==> src/inc/sdrpf_defs.vh <==
// Constants for the memory-side pin function block
`ifndef SDRPF_DEFS_VH
`define SDRPF_DEFS_VH
`define SDRPF_CLK_MHZ 100
`define SDRPF_CRC_ALERT_NS 100
`define SDRPF_CRC_ALERT_CYC ((`SDRPF_CRC_ALERT_NS*`SDRPF_CLK_MHZ)/1000)
`define SDRPF_PAR_RECOV_NS 500
`define SDRPF_PAR_RECOV_CYC ((`SDRPF_PAR_RECOV_NS*`SDRPF_CLK_MHZ)/1000)
`define SDRPF_MR5_DM_BIT 10
`define SDRPF_MR5_WDBI_BIT 11
`define SDRPF_MR5_RDBI_BIT 12
`define SDRPF_MR5_PAR_BIT 0
`define SDRPF_MR4_VREF_BIT 4
`define SDRPF_MR1_TDQS_BIT 11
`define SDRPF_MR2_CRC_BIT 12
`define SDRPF_ADDR_W 17
`define SDRPF_BEATS 8
`define SDRPF_CMD_RD 3'h5
`define SDRPF_CMD_WR 3'h4
`define SDRPF_CMD_PRE 3'h2
`endif

==> src/sdrpf_buf2.v <==
// Two-entry valid/ready buffer
`timescale 1ns/1ns
module sdrpf_buf2 #(
  parameter W = 16
) (
  input wire i_clk,
  input wire i_sys_rst,
  input wire i_valid,
  output wire o_ready,
  input wire [W-1:0] i_data,
  output wire o_valid,
  input wire i_ready,
  output wire [W-1:0] o_data
);
  reg [W-1:0] mem_r [0:1];
  reg wp_r;
  reg rp_r;
  reg [1:0] cnt_r;
  wire push;
  wire pop;

  assign o_ready = (cnt_r != 2'h2);
  assign o_valid = (cnt_r != 2'h0);
  assign o_data = mem_r[rp_r];
  assign push = i_valid & o_ready;
  assign pop = o_valid & i_ready;

  // Pointers and fill count
  always @(posedge i_clk or posedge i_sys_rst) begin
    if (i_sys_rst) begin
      wp_r <= 1'b0;
      rp_r <= 1'b0;
      cnt_r <= 2'h0;
    end else begin
      if (push)
        wp_r <= ~wp_r;
      if (pop)
        rp_r <= ~rp_r;
      if (push & ~pop)
        cnt_r <= cnt_r + 2'h1;
      else if (pop & ~push)
        cnt_r <= cnt_r - 2'h1;
    end
  end

  // Storage has no reset; read only when valid
  always @(posedge i_clk) begin
    if (push)
      mem_r[wp_r] <= i_data;
  end
endmodule

==> src/sdrpf_sync.v <==
// Two-flop synchroniser for asynchronous input levels
`timescale 1ns/1ns
module sdrpf_sync #(
  parameter W = 1
) (
  input wire i_clk,
  input wire i_sys_rst,
  input wire [W-1:0] i_d,
  output reg [W-1:0] o_q
);
  reg [W-1:0] meta_r;

  // First stage feeds only the second
  always @(posedge i_clk or posedge i_sys_rst) begin
    if (i_sys_rst) begin
      meta_r <= {W{1'b0}};
      o_q <= {W{1'b0}};
    end else begin
      meta_r <= i_d;
      o_q <= meta_r;
    end
  end
endmodule

==> src/sdrpf_top.v <==
// Memory-side pin function logic: commands, parity, mask, inversion, alert
//
// Notes on behaviour
// - ODT registered high turns on termination on data, strobe, mask lines.
// - In x16 mode termination covers all bits, both strobes, both masks.
// - Termination disabled by mode registers makes ODT ignored completely.
// - With parity enabled, parity covers ACT, RAS/CAS/WE, BG, BA, A.
// - ACT low makes RAS/CAS/WE row bits 16..14; else command bits.
// - Reset pin is asynchronous, active low, held high in operation; code synchronises it and only gates command capture.
// - With CRC enabled, a CRC tail follows the last beat of bursts.
// - Mode register 4 bit 4 lets data bits 0..3 expose reference level.
// - Write beats sampled with mask low are discarded; both strobe edges.
// - Mode register 5 bits 10..12 choose mask or inversion use.
// - x8 parts: mode register 1 bit 11 picks mask or termination strobe.
// - Inversion indicator low inverts the byte on writes and reads.
// - Memory drives strobe on reads edge aligned; controller on writes.
// - x16 lower strobe times bits 7..0, upper 15..8; else one strobe.
// - Only differential strobes are used; single ended is unsupported.
// - Write CRC error pulls alert low a fixed interval, then releases.
// - Parity error holds alert low until internal recovery finishes.
// - In connectivity test mode the alert pin acts as an input.
// - Temperature event output follows the sensor's critical flag.
// - Commands sampled while chip select is high are ignored.
// - Command and address sampled on rising edge of the true clock.
// - A10 gives auto precharge on read/write, all banks on precharge.
// - A12 low chops the burst on read/write; high keeps full burst.
////////////////////////////////////////////////////////////////////////
`timescale 1ns/1ns
`include "sdrpf_defs.vh"
module sdrpf_top #(
  parameter CRC_CYC = `SDRPF_CRC_ALERT_CYC,
  parameter REC_CYC = `SDRPF_PAR_RECOV_CYC
) (
  input wire i_clk,
  input wire i_sys_rst,
  input wire i_reset_n,
  input wire i_ck_t,
  input wire i_ck_c,
  input wire i_cs_n,
  input wire i_act_n,
  input wire i_ras_n_a16,
  input wire i_cas_n_a15,
  input wire i_we_n_a14,
  input wire [1:0] i_bg,
  input wire [1:0] i_ba,
  input wire [13:0] i_a_lo,
  input wire i_parity,
  input wire i_odt,
  input wire i_x16,
  input wire i_rtt_en,
  input wire [15:0] i_mr1,
  input wire [15:0] i_mr2,
  input wire [15:0] i_mr4,
  input wire [15:0] i_mr5,
  input wire i_conn_test,
  input wire i_temp_crit,
  input wire i_has_sensor,
  input wire [15:0] i_wdata,
  input wire [1:0] i_wmask_n,
  input wire [1:0] i_wdbi_n,
  input wire i_wvalid,
  input wire i_wcrc_err,
  input wire [15:0] i_rdata,
  input wire i_rvalid,
  input wire [3:0] i_vref_probe,
  output wire o_wready,
  output wire [15:0] o_store_data,
  output wire [1:0] o_store_en,
  output wire o_store_valid,
  input wire i_store_ready,
  output reg [15:0] o_dq_out,
  output reg [15:0] o_dq_oe,
  output reg [1:0] o_rdbi_n,
  output reg [1:0] o_dqs_oe,
  output reg o_dqs_t,
  output reg o_dqs_c,
  output reg [1:0] o_rtt_on_dq,
  output reg [1:0] o_rtt_on_dqs,
  output reg [1:0] o_rtt_on_dm,
  output reg o_rtt_on_tdqs,
  output reg o_tdqs_mode,
  output reg o_dm_en,
  output reg o_wdbi_en,
  output reg o_rdbi_en,
  output reg o_cmd_valid,
  output reg [2:0] o_cmd,
  output reg o_act_valid,
  output reg [16:0] o_row,
  output reg [1:0] o_bg,
  output reg [1:0] o_ba,
  output reg [13:0] o_col,
  output reg o_auto_pre,
  output reg o_pre_all,
  output reg o_burst_chop,
  output reg o_crc_tail,
  output reg o_par_err,
  output reg o_alert_out,
  output reg o_alert_oe,
  input wire i_alert_in,
  output reg o_alert_seen_n,
  output reg o_event_n
);
  localparam ST_IDLE = 2'h0;
  localparam ST_CRC = 2'h1;
  localparam ST_PAR = 2'h2;

  // Inversion helper used on the write path only
  function [7:0] dbi_apply;
    input [7:0] d;
    input dbi_n;
    begin
      dbi_apply = dbi_n ? d : ~d;
    end
  endfunction

  ////////////////////////////////////////////////////////////////////
  // Synchronise the command, clock, reset, ODT, alert and temperature inputs
  wire [30:0] cmd_raw;
  wire [30:0] cmd_s;
  wire ck_t_s;
  wire ck_c_s;
  wire rst_n_s;
  wire odt_s;
  wire alert_in_s;
  wire temp_s;
  assign cmd_raw = {i_cs_n, i_act_n, i_ras_n_a16, i_cas_n_a15,
    i_we_n_a14, i_bg, i_ba, i_a_lo, i_parity, 7'h00};

  sdrpf_sync #(.W(31)) u_sync_cmd (
    .i_clk(i_clk), .i_sys_rst(i_sys_rst), .i_d(cmd_raw), .o_q(cmd_s));
  sdrpf_sync #(.W(6)) u_sync_misc (
    .i_clk(i_clk), .i_sys_rst(i_sys_rst),
    .i_d({i_ck_t, i_ck_c, i_reset_n, i_odt, i_alert_in, i_temp_crit}),
    .o_q({ck_t_s, ck_c_s, rst_n_s, odt_s, alert_in_s, temp_s}));

  wire s_cs_n = cmd_s[30];
  wire s_act_n = cmd_s[29];
  wire s_ras = cmd_s[28];
  wire s_cas = cmd_s[27];
  wire s_we = cmd_s[26];
  wire [1:0] s_bg = cmd_s[25:24];
  wire [1:0] s_ba = cmd_s[23:22];
  wire [13:0] s_a = cmd_s[21:8];
  wire s_par = cmd_s[7];

  ////////////////////////////////////////////////////////////////////
  // Clock edge detect: true rising with complement falling
  reg ck_t_d_r;
  reg ck_c_d_r;
  wire ck_rise;
  assign ck_rise = ck_t_s & ~ck_t_d_r & ~ck_c_s & ck_c_d_r;

  // Pin reset acts as soon as it is seen low
  wire core_rst;
  assign core_rst = ~rst_n_s;

  always @(posedge i_clk or posedge i_sys_rst) begin
    if (i_sys_rst) begin
      ck_t_d_r <= 1'b0;
      ck_c_d_r <= 1'b1;
    end else begin
      ck_t_d_r <= ck_t_s;
      ck_c_d_r <= ck_c_s;
    end
  end

  ////////////////////////////////////////////////////////////////////
  // Command capture and decode
  wire take;
  wire par_calc;
  wire par_on;
  assign take = ck_rise & ~s_cs_n & ~core_rst;
  assign par_on = i_mr5[`SDRPF_MR5_PAR_BIT];
  // Even parity over the full command/address word
  assign par_calc = ^{s_act_n, s_ras, s_cas, s_we, s_bg, s_ba,
    s_a, s_par};

  always @(posedge i_clk or posedge i_sys_rst) begin
    if (i_sys_rst) begin
      o_cmd_valid <= 1'b0;
      o_cmd <= 3'h7;
      o_act_valid <= 1'b0;
      o_row <= 17'h00000;
      o_bg <= 2'h0;
      o_ba <= 2'h0;
      o_col <= 14'h0000;
      o_auto_pre <= 1'b0;
      o_pre_all <= 1'b0;
      o_burst_chop <= 1'b0;
      o_par_err <= 1'b0;
    end else begin
      o_cmd_valid <= 1'b0;
      o_act_valid <= 1'b0;
      o_par_err <= 1'b0;
      // Parity check relies on parity arriving with its command
      if (take && par_on && par_calc) begin
        o_par_err <= 1'b1;
      end else if (take) begin
        o_bg <= s_bg;
        o_ba <= s_ba;
        if (!s_act_n) begin
          o_act_valid <= 1'b1;
          o_row <= {s_ras, s_cas, s_we, s_a};
        end else begin
          o_cmd_valid <= 1'b1;
          o_cmd <= {s_ras, s_cas, s_we};
          o_col <= s_a;
          o_auto_pre <= 1'b0;
          o_pre_all <= 1'b0;
          o_burst_chop <= 1'b0;
          if ({s_ras, s_cas, s_we} == `SDRPF_CMD_RD ||
              {s_ras, s_cas, s_we} == `SDRPF_CMD_WR) begin
            o_auto_pre <= s_a[10];
            o_burst_chop <= ~s_a[12];
          end
          if ({s_ras, s_cas, s_we} == `SDRPF_CMD_PRE)
            o_pre_all <= s_a[10];
        end
      end
    end
  end

  ////////////////////////////////////////////////////////////////////
  // Pin mode selection and termination
  wire tdqs_sel;
  assign tdqs_sel = ~i_x16 & i_mr1[`SDRPF_MR1_TDQS_BIT];

  always @(posedge i_clk or posedge i_sys_rst) begin
    if (i_sys_rst) begin
      o_tdqs_mode <= 1'b0;
      o_dm_en <= 1'b0;
      o_wdbi_en <= 1'b0;
      o_rdbi_en <= 1'b0;
      o_rtt_on_dq <= 2'h0;
      o_rtt_on_dqs <= 2'h0;
      o_rtt_on_dm <= 2'h0;
      o_rtt_on_tdqs <= 1'b0;
    end else begin
      o_tdqs_mode <= tdqs_sel;
      o_dm_en <= i_mr5[`SDRPF_MR5_DM_BIT] & ~tdqs_sel;
      o_wdbi_en <= i_mr5[`SDRPF_MR5_WDBI_BIT] & ~tdqs_sel;
      o_rdbi_en <= i_mr5[`SDRPF_MR5_RDBI_BIT] & ~tdqs_sel;
      if (i_rtt_en && odt_s && ck_rise) begin
        o_rtt_on_dq <= {i_x16, 1'b1};
        o_rtt_on_dqs <= {i_x16, 1'b1};
        o_rtt_on_dm <= {i_x16, 1'b1};
        o_rtt_on_tdqs <= tdqs_sel;
      end else if (!i_rtt_en || (ck_rise && !odt_s)) begin
        o_rtt_on_dq <= 2'h0;
        o_rtt_on_dqs <= 2'h0;
        o_rtt_on_dm <= 2'h0;
        o_rtt_on_tdqs <= 1'b0;
      end
    end
  end

  ////////////////////////////////////////////////////////////////////
  // Write path: inversion, mask, then buffer to array
  wire [15:0] wd_inv;
  wire [1:0] wen;
  assign wd_inv[7:0] = o_wdbi_en ? dbi_apply(i_wdata[7:0], i_wdbi_n[0])
    : i_wdata[7:0];
  assign wd_inv[15:8] = o_wdbi_en ? dbi_apply(i_wdata[15:8], i_wdbi_n[1])
    : i_wdata[15:8];
  // Masked lanes dropped; beats arrive per strobe edge
  assign wen = o_dm_en ? i_wmask_n : 2'h3;

  wire [17:0] buf_out;
  sdrpf_buf2 #(.W(18)) u_wbuf (
    .i_clk(i_clk), .i_sys_rst(i_sys_rst),
    .i_valid(i_wvalid & (wen != 2'h0)), .o_ready(o_wready),
    .i_data({wen, wd_inv}),
    .o_valid(o_store_valid), .i_ready(i_store_ready),
    .o_data(buf_out));
  assign o_store_data = buf_out[15:0];
  assign o_store_en = buf_out[17:16];

  ////////////////////////////////////////////////////////////////////
  // Read path: drive data and strobes, optional inversion, CRC tail
  reg [3:0] beat_r;
  wire crc_on;
  wire vref_on;
  assign crc_on = i_mr2[`SDRPF_MR2_CRC_BIT];
  assign vref_on = i_mr4[`SDRPF_MR4_VREF_BIT];

  always @(posedge i_clk or posedge i_sys_rst) begin
    if (i_sys_rst) begin
      o_dq_out <= 16'h0000;
      o_dq_oe <= 16'h0000;
      o_rdbi_n <= 2'h3;
      o_dqs_oe <= 2'h0;
      o_dqs_t <= 1'b0;
      o_dqs_c <= 1'b1;
      o_crc_tail <= 1'b0;
      beat_r <= 4'h0;
    end else begin
      o_crc_tail <= 1'b0;
      if (i_rvalid) begin
        // Invert a byte when its upper four bits are all low
        o_rdbi_n[0] <= ~(o_rdbi_en && (i_rdata[7:0] < 8'h10));
        o_rdbi_n[1] <= ~(o_rdbi_en && (i_rdata[15:8] < 8'h10));
        o_dq_out[7:0] <= (o_rdbi_en && i_rdata[7:0] < 8'h10) ?
          ~i_rdata[7:0] : i_rdata[7:0];
        o_dq_out[15:8] <= (o_rdbi_en && i_rdata[15:8] < 8'h10) ?
          ~i_rdata[15:8] : i_rdata[15:8];
        o_dq_oe <= i_x16 ? 16'hFFFF : 16'h00FF;
        o_dqs_oe <= {i_x16, 1'b1};
        o_dqs_t <= ~o_dqs_t;
        o_dqs_c <= o_dqs_t;
        if (beat_r == `SDRPF_BEATS - 1) begin
          beat_r <= 4'h0;
          o_crc_tail <= crc_on;
        end else begin
          beat_r <= beat_r + 4'h1;
        end
      end else if (vref_on) begin
        o_dq_out <= {12'h000, i_vref_probe};
        o_dq_oe <= 16'h000F;
        o_dqs_oe <= 2'h0;
      end else begin
        o_dq_oe <= 16'h0000; // Release so controller can write
        o_dqs_oe <= 2'h0;
        o_dqs_t <= 1'b0;
        o_dqs_c <= 1'b1;
      end
    end
  end

  ////////////////////////////////////////////////////////////////////
  // Alert sequencer; parity error outranks CRC pulse
  reg [1:0] st_r;
  reg [15:0] cnt_r;
  // one counter serves both lengths; st_r tells them apart
  always @(posedge i_clk or posedge i_sys_rst) begin
    if (i_sys_rst) begin
      st_r <= ST_IDLE;
      cnt_r <= 16'h0000;
      o_alert_out <= 1'b1;
      o_alert_oe <= 1'b0;
      o_alert_seen_n <= 1'b1;
      o_event_n <= 1'b1;
    end else begin
      o_event_n <= ~(i_has_sensor & temp_s);
      o_alert_seen_n <= i_conn_test ? alert_in_s : 1'b1;
      o_alert_oe <= ~i_conn_test;
      case (st_r)
        ST_IDLE: begin
          o_alert_out <= 1'b1;
          if (o_par_err) begin
            st_r <= ST_PAR;
            cnt_r <= REC_CYC[15:0];
            o_alert_out <= 1'b0;
          end else if (i_wcrc_err && crc_on) begin
            st_r <= ST_CRC;
            cnt_r <= CRC_CYC[15:0];
            o_alert_out <= 1'b0;
          end
        end
        ST_CRC: begin
          if (o_par_err) begin
            st_r <= ST_PAR;
            cnt_r <= REC_CYC[15:0];
          end else if (cnt_r <= 16'h0001) begin
            st_r <= ST_IDLE;
            o_alert_out <= 1'b1;
          end else begin
            cnt_r <= cnt_r - 16'h0001;
          end
        end
        ST_PAR: begin
          if (cnt_r <= 16'h0001) begin
            st_r <= ST_IDLE;
            o_alert_out <= 1'b1;
          end else begin
            cnt_r <= cnt_r - 16'h0001;
          end
        end
        default: begin
          st_r <= ST_IDLE;
          o_alert_out <= 1'b1;
        end
      endcase
    end
  end
endmodule

==> config.mk <==
export PLATFORM = sky130hd
export DESIGN_NAME = sdrpf_top
export DESIGN_NICKNAME = d
export VERILOG_FILES = /design/src/sdrpf_buf2.v /design/src/sdrpf_sync.v /design/src/sdrpf_top.v
export VERILOG_INCLUDE_DIRS = /design/src /design/src/inc
export SDC_FILE = /design/constraint.sdc
export NUM_CORES = 1
export LEC_CHECK = 0
export BUFFER_PORTS_ARGS = -buffer_cell sky130_fd_sc_hd__buf_2
export CAP_MARGIN = 10
export CORE_MARGIN = 2
export CORE_UTILIZATION = 46
export DETAILED_ROUTE_END_ITERATION = 8
export GPL_TIMING_DRIVEN = 0
export PLACE_DENSITY_LB_ADDON = 0.12
export SLEW_MARGIN = 5
export SYNTH_ARGS = -nofsm -noshare
export SYNTH_HDL_FRONTEND = slang
export SYNTH_SLANG_ARGS = --single-unit
==> constraint.sdc <==
create_clock -name i_clk -period 5.35 [get_ports i_clk]
set_input_delay 1.07 -clock i_clk [delete_from_list [all_inputs] [get_ports i_clk]]
set_output_delay 1.07 -clock i_clk [all_outputs]
set_load 0.005 [all_outputs]
# Word level (Yosys, flattened, before mapping)
# Memory sizes are Yosys's and may differ from the RTL's.
# Cells that the tools add are included.
# word_totals
regBits,182
ram_bits,36
out_inout_bits,118
word_cells,172
in_bits,144
n_memories,1
# mem_list
name,words,word_bits,read_ports,rd_clocked_by_memory_dff,wr,line,text
u_wbuf.mem_r,2,18,1,0,1,sdrpf_buf2.v:15,reg [W-1:0] mem_r [0:1];
# classes
n_lt_le_gt_ge,3
eq_ne,10
bitwise_logic,36
reduce_logical,24
muxes,54
addsub,4
# ops
cell,n
two-way mux 16 bit,8
two-way mux 8 bit,6
one-hot mux 16 bit (3 select lines),1
inverter 8 bit,4
two-way mux 1 bit,25
XOR reduction 23 bit,1
two-way mux 2 bit,10
inverter 1 bit,17
"less-or-equal comparator 16 x 1 -> 1 bit, second input constant",1
"less-than comparator 8 x 5 -> 1 bit, second input constant",2
"subtractor 16 x 1 -> 16 bit, second input constant",1
bitwise AND 1 bit,15
nonzero test 2 bit,5
logical AND 1 bit,8
two-way mux 4 bit,2
"equality test 3 bit, second input constant",2
one-hot mux 2 bit (3 select lines),1
AND reduction 3 bit,2
"adder 4 x 1 -> 4 bit, second input constant",1
"equality test 4 x 3 -> 1 bit, second input constant",1
"inequality test 2 bit, second input constant",2
AND reduction 2 bit,2
"equality test 3 x 2 -> 1 bit, second input constant",1
"inequality test 3 bit, second input constant",1
other kinds (10),12

# Longest topological paths before layout
# logic_depth
ltp_word,10
mapped_depth,9
depth_no_buf,8

# By module
# From an unflattened synthesis, not the netlist that was laid out.
# hier_totals
cells_unflattened,590
hier_area_um2,8485.6
# by_module_without_submodules
mod,cells_each,area_per_inst_um2,seq_area_each_um2,instances
sdrpf_top,439,5079.9,2590.0,1
sdrpf_sync at u_sync_cmd,63,1555.2,1551.5,1
sdrpf_buf2,75,1546.5,1181.1,1
sdrpf_sync at u_sync_misc,13,304.0,300.3,1

# Least setup slack after synthesis
# No wires, ideal clock.
# synth_path
path_kind,input to register
start,input port i_wmask_n[0]
end,"memory u_wbuf.mem_r[1][0], enable pin"
path_buffers,0
slack_ns,2.861
t_arrival_ns,2.096
stages,3
cell_sequence,nand2b_1 -> o211ai_1 -> nor2_1
# synth_via
elab_chain_len,6
# synth_lines
item,line,text
from (decl),sdrpf_top.v:59,"input wire [1:0] i_wmask_n,"
two-way mux 2 bit,sdrpf_top.v:266,assign wen = o_dm_en ? i_wmask_n : 2'h3;
nonzero test 2 bit,sdrpf_top.v:271,".i_valid(i_wvalid & (wen != 2'h0)), .o_ready(o_wready),"
bitwise AND 1 bit,sdrpf_top.v:271,
bitwise AND 1 bit,sdrpf_buf2.v:25,assign push = i_valid & o_ready;
two-way mux 1 bit,sdrpf_buf2.v:48,if (push)
two-way mux 1 bit (not written as such),sdrpf_buf2.v:49,mem_r[wp_r] <= i_data;
to (decl),sdrpf_buf2.v:15,
# Every way passes these cells.

# Worst setup path in the final report
# layout_path
start,register u_wbuf.rp_r
end,output port o_store_data[14]
# layout_via
elab_chain_len,1
# layout_lines
item,line,text
from (decl),sdrpf_buf2.v:17,reg rp_r;
from (signal assigned),sdrpf_buf2.v:38,rp_r <= ~rp_r;
memory read (2 x 18 bit),--,
to (decl),sdrpf_top.v:67,"output wire [15:0] o_store_data,"
# Every way passes these cells.

==> run_results.csv <==
group,metric,value,unit
placed_design,io_buffers,204,
layout,mostFrequentLayoutCells,"buf_2, dfrtp_1, xnor2_1",
synth,synth_nets,721,
route,dr.pass1.iters,4,
placed_design,pre_cts_slack,2.20,ns
placed_design,dp_cells,1004,
run,maxCapViolCount,0,
sta,setup_violations,0,
setup_path,worstPathRequired,4.28,ns
sta,slew_violations,0,
route,drt-wirelength-per-cell,15.4,um
layout,nets,955,
clock_tree,ctsHoldBuffers,0,
synth,async_reset_ff_share,82.3,%
sta,min_period_over_period,63.1,%
power,leakagePower,4.80,nW
synth,avgSynthCellArea,14.1,sq um
synth,syn-instance-count,569,
clock_tree,cts_buffers,22,
setup_path,cp_data_arrival_time,2.30,ns
sta,hold-worst-slack,0.345,ns
die,dieArea,18500,sq um
synth,yosys_register_bits,203,
power,switching_share,28.3,%
layout,layout_commonest_cell,"buf_2",
die,rows,48,
die,core,17200,sq um
clock_tree,clock_sinks,203,
die,die_h,136,um
sta,worst_slack,1.98,ns
power,p_comb_share,25.2,%
synth,seq_area_frac_synth,65.6,%
synth,synth_edf_count,36,
synth,syn_area,8040,sq um
placed_design,hpwl,11.5,mm
power,powerDensity,454,nW/um^2
setup_path,cp_max_fo,10,
sta,clock_skew,0.00631,ns
global_routing,track_usage,17.1,%
clock_tree,worstSkewPairLatency,0.49,ns
min_path,hp-class,"reg2reg",
outcome,status,"finished clean",
setup_path,critPathLaunchType,"register",
sta,rsz0062_at_grt,"false",
clock_tree,cts_tree,"yes",
clock_tree,ctsResizeCount,0,
clock_tree,cts_max_level,1,
placed_design,place.gp.congestion,0.823,
clock_tree,clk_pin_slew_worst_paths,0.06,ns
synth,yosys_warnings,0,
synth,synth.distinct_cells,50,
setup_path,path_class,"reg2out",
clock_tree,cts_setup_buffers,0,
power,power_frac_seq,43.1,%
route,drtIter0Drc,210,
layout,drive_gt1_share,41.0,%
sta,fmax,0.296,GHz
global_routing,grt_pass1_wl,25.1,mm
sta,worst_pin_slew,1.06,ns
route,postRouteAntennaNets,0,
sta,hold_viol,0,
power,pwr-share-clk,31.7,%
route,vias_per_cell,4.80,
sta,setup_tns,0,ns
global_routing,antenna_found_initial,0,
sta,relSlewSlack,28.5,%
global_routing,grt_pass1_vias,4996,
global_routing,gr-total-overflow,0,
setup_path,r2r_slack,2.24,ns
route,drc,0,
die,pin_count,262,
layout,fin_cells,1045,
clock_tree,cts_root_buffer,"clkbuf_16",
route,vias,5011,
sta,layout_min_cycle_time,3.37,ns
layout,syn_to_final_growth,26.4,%
clock_tree,clockBufferDepth,3,
die,initial_core_util,46.8,%
setup_path,end_kind,"output port",
power,p_sw,1.30,mW
synth,synthFlopType,"dfrtp_1",
global_routing,grt_max_degree,44,
power,internal_power,3.31,mW
die,chipWidth,136,um
layout,fill_cells,1427,
power,irDropWorstVdd,0.000230,V
route,drt_wl_total,16.1,mm
-- synth_stat cells (3+ instances only) --
master    count  share of area [%]
buf_4        21                2.0
clkbuf_1     12               0.56
edfxtp_1     36                 13
a21oi_1      11               0.69
nand2b_1     21                1.6
o22a_1        3               0.33
or2_2         3               0.23
o22ai_1       4               0.31
nor3_1       13               0.81
nand3b_1      3               0.28
mux2_1        9                1.3
mux2_4       10                1.9
xor2_1       11                1.2
mux2_2       41                5.7
dfrtp_1     157                 49
nand3_1       7               0.44
mux2i_1       6               0.75
nand2_1      19               0.89
and2_1        6               0.47
ha_1          8                1.2
nor2_1       27                1.3
a31oi_1       4               0.31
inv_1        19               0.89
dfstp_2      10                3.3
xnor2_1      44                4.8
o21ai_0      29                1.8
-- metal layers --
| metal | part of all wire (%) | global-route usage (%) | wire, um |
|---|---|---|---|
| met1 | 42 | 23.0 | 6750 |
| met2 | 48 | 26.9 | 7740 |
| met3 | 8.3 | 5.48 | 1340 |
| met4 | 1.6 | 4.69 | 255 |
| met5 | 0 | 0 | 0 |
-- critical path, cell delays in order, from the launching register on --
cell and delay, ns:
dfrtp_1 0.32, clkbuf_1 0.44, clkbuf_1 0.52, mux2_2 0.41, buf_2 0.13
-- worst paths after layout --
| path | start | endpoint | depth (start not counted) |
|---|---|---|---|
| max reg2reg | ck_c_d_r | o_row[3] | 5 |
| min | u_sync_cmd.meta_r[16] | u_sync_cmd.o_q[16] | 0 |
| max | u_wbuf.rp_r | o_store_data[14] | 4 |
| min reg2reg | u_sync_cmd.meta_r[16] | u_sync_cmd.o_q[16] | 0 |
| min in group asynchronous | i_sys_rst | cnt_r[4] | 2 |
| max in group asynchronous | i_sys_rst | o_rdbi_n[0] | 4 |
-- final cells by class --
type / instances / area (sq um) / share of cell area (%)
Clock inverter: 9 / 91.3 / 0.899
Tap cell: 225 / 282 / 2.77
Clock buffer: 31 / 616 / 6.06
Inverter: 19 / 75.1 / 0.739
Sequential cell: 203 / 5270 / 51.9
Multi-Input combinational cell: 312 / 2470 / 24.3
Antenna cell: 1 / 2.50 / 0.0246
Timing Repair Buffer: 210 / 1120 / 11.1
Buffer: 35 / 226 / 2.23
-- sequential cells by signal (all words and copies together), names as in the netlist, 3 cells and up --
register and cells:
beat_r 4, cnt_r 16, o_cmd 3, o_col 14, o_dq_out 16, o_row 17
u_sync_cmd.meta_r 24, u_sync_cmd.o_q 24, u_sync_misc.meta_r 6, u_sync_misc.o_q 6, u_wbuf.mem_r 36
-- power groups by stage --
| stage | Combinational [mW] | Sequential [mW] | Clock [mW] |
|---|---|---|---|
| 2_1_floorplan | 0.788 | 1.99 | 0 |
| 3_3_place_gp | 1.12 | 2.00 | 0 |
| 3_5_place_dp | 1.17 | 2.01 | 0 |
| 4_1_cts | 1.18 | 1.99 | 1.51 |
| 5_1_grt | 1.30 | 2.02 | 1.57 |
| 6_report | 1.16 | 1.99 | 1.46 |
-- logic make-up (layout without fill, tap and decap cells) --
kind of cell / count (synthesis) / in the layout / synth area share (%)
flip-flops: 203 / 203 / 65.6
AND/OR/NAND/NOR: 113 / 113 / 7.27
multiplexers: 66 / 66 / 9.62
AO/OA/AOI/OAI: 65 / 65 / 5.00
XOR/XNOR: 60 / 60 / 7.54
buffers and inverters: 54 / 304 / 3.71
adder cells (fa/ha/maj): 8 / 8 / 1.25
other: 0 / 1 / 0
-- metrics by stage --
step                      total power [mW]  utilization, %  area [sq um]
after floorplan                       2.78               -          8040
after global placement                3.13            54.4          9340
after detailed placement              3.18            55.0          9450
after CTS                             4.67            59.1         10200
after global routing                  4.89            59.1         10200
final                                 4.61            59.1         10200
Note: power is estimated with default switching activity, not from simulation.
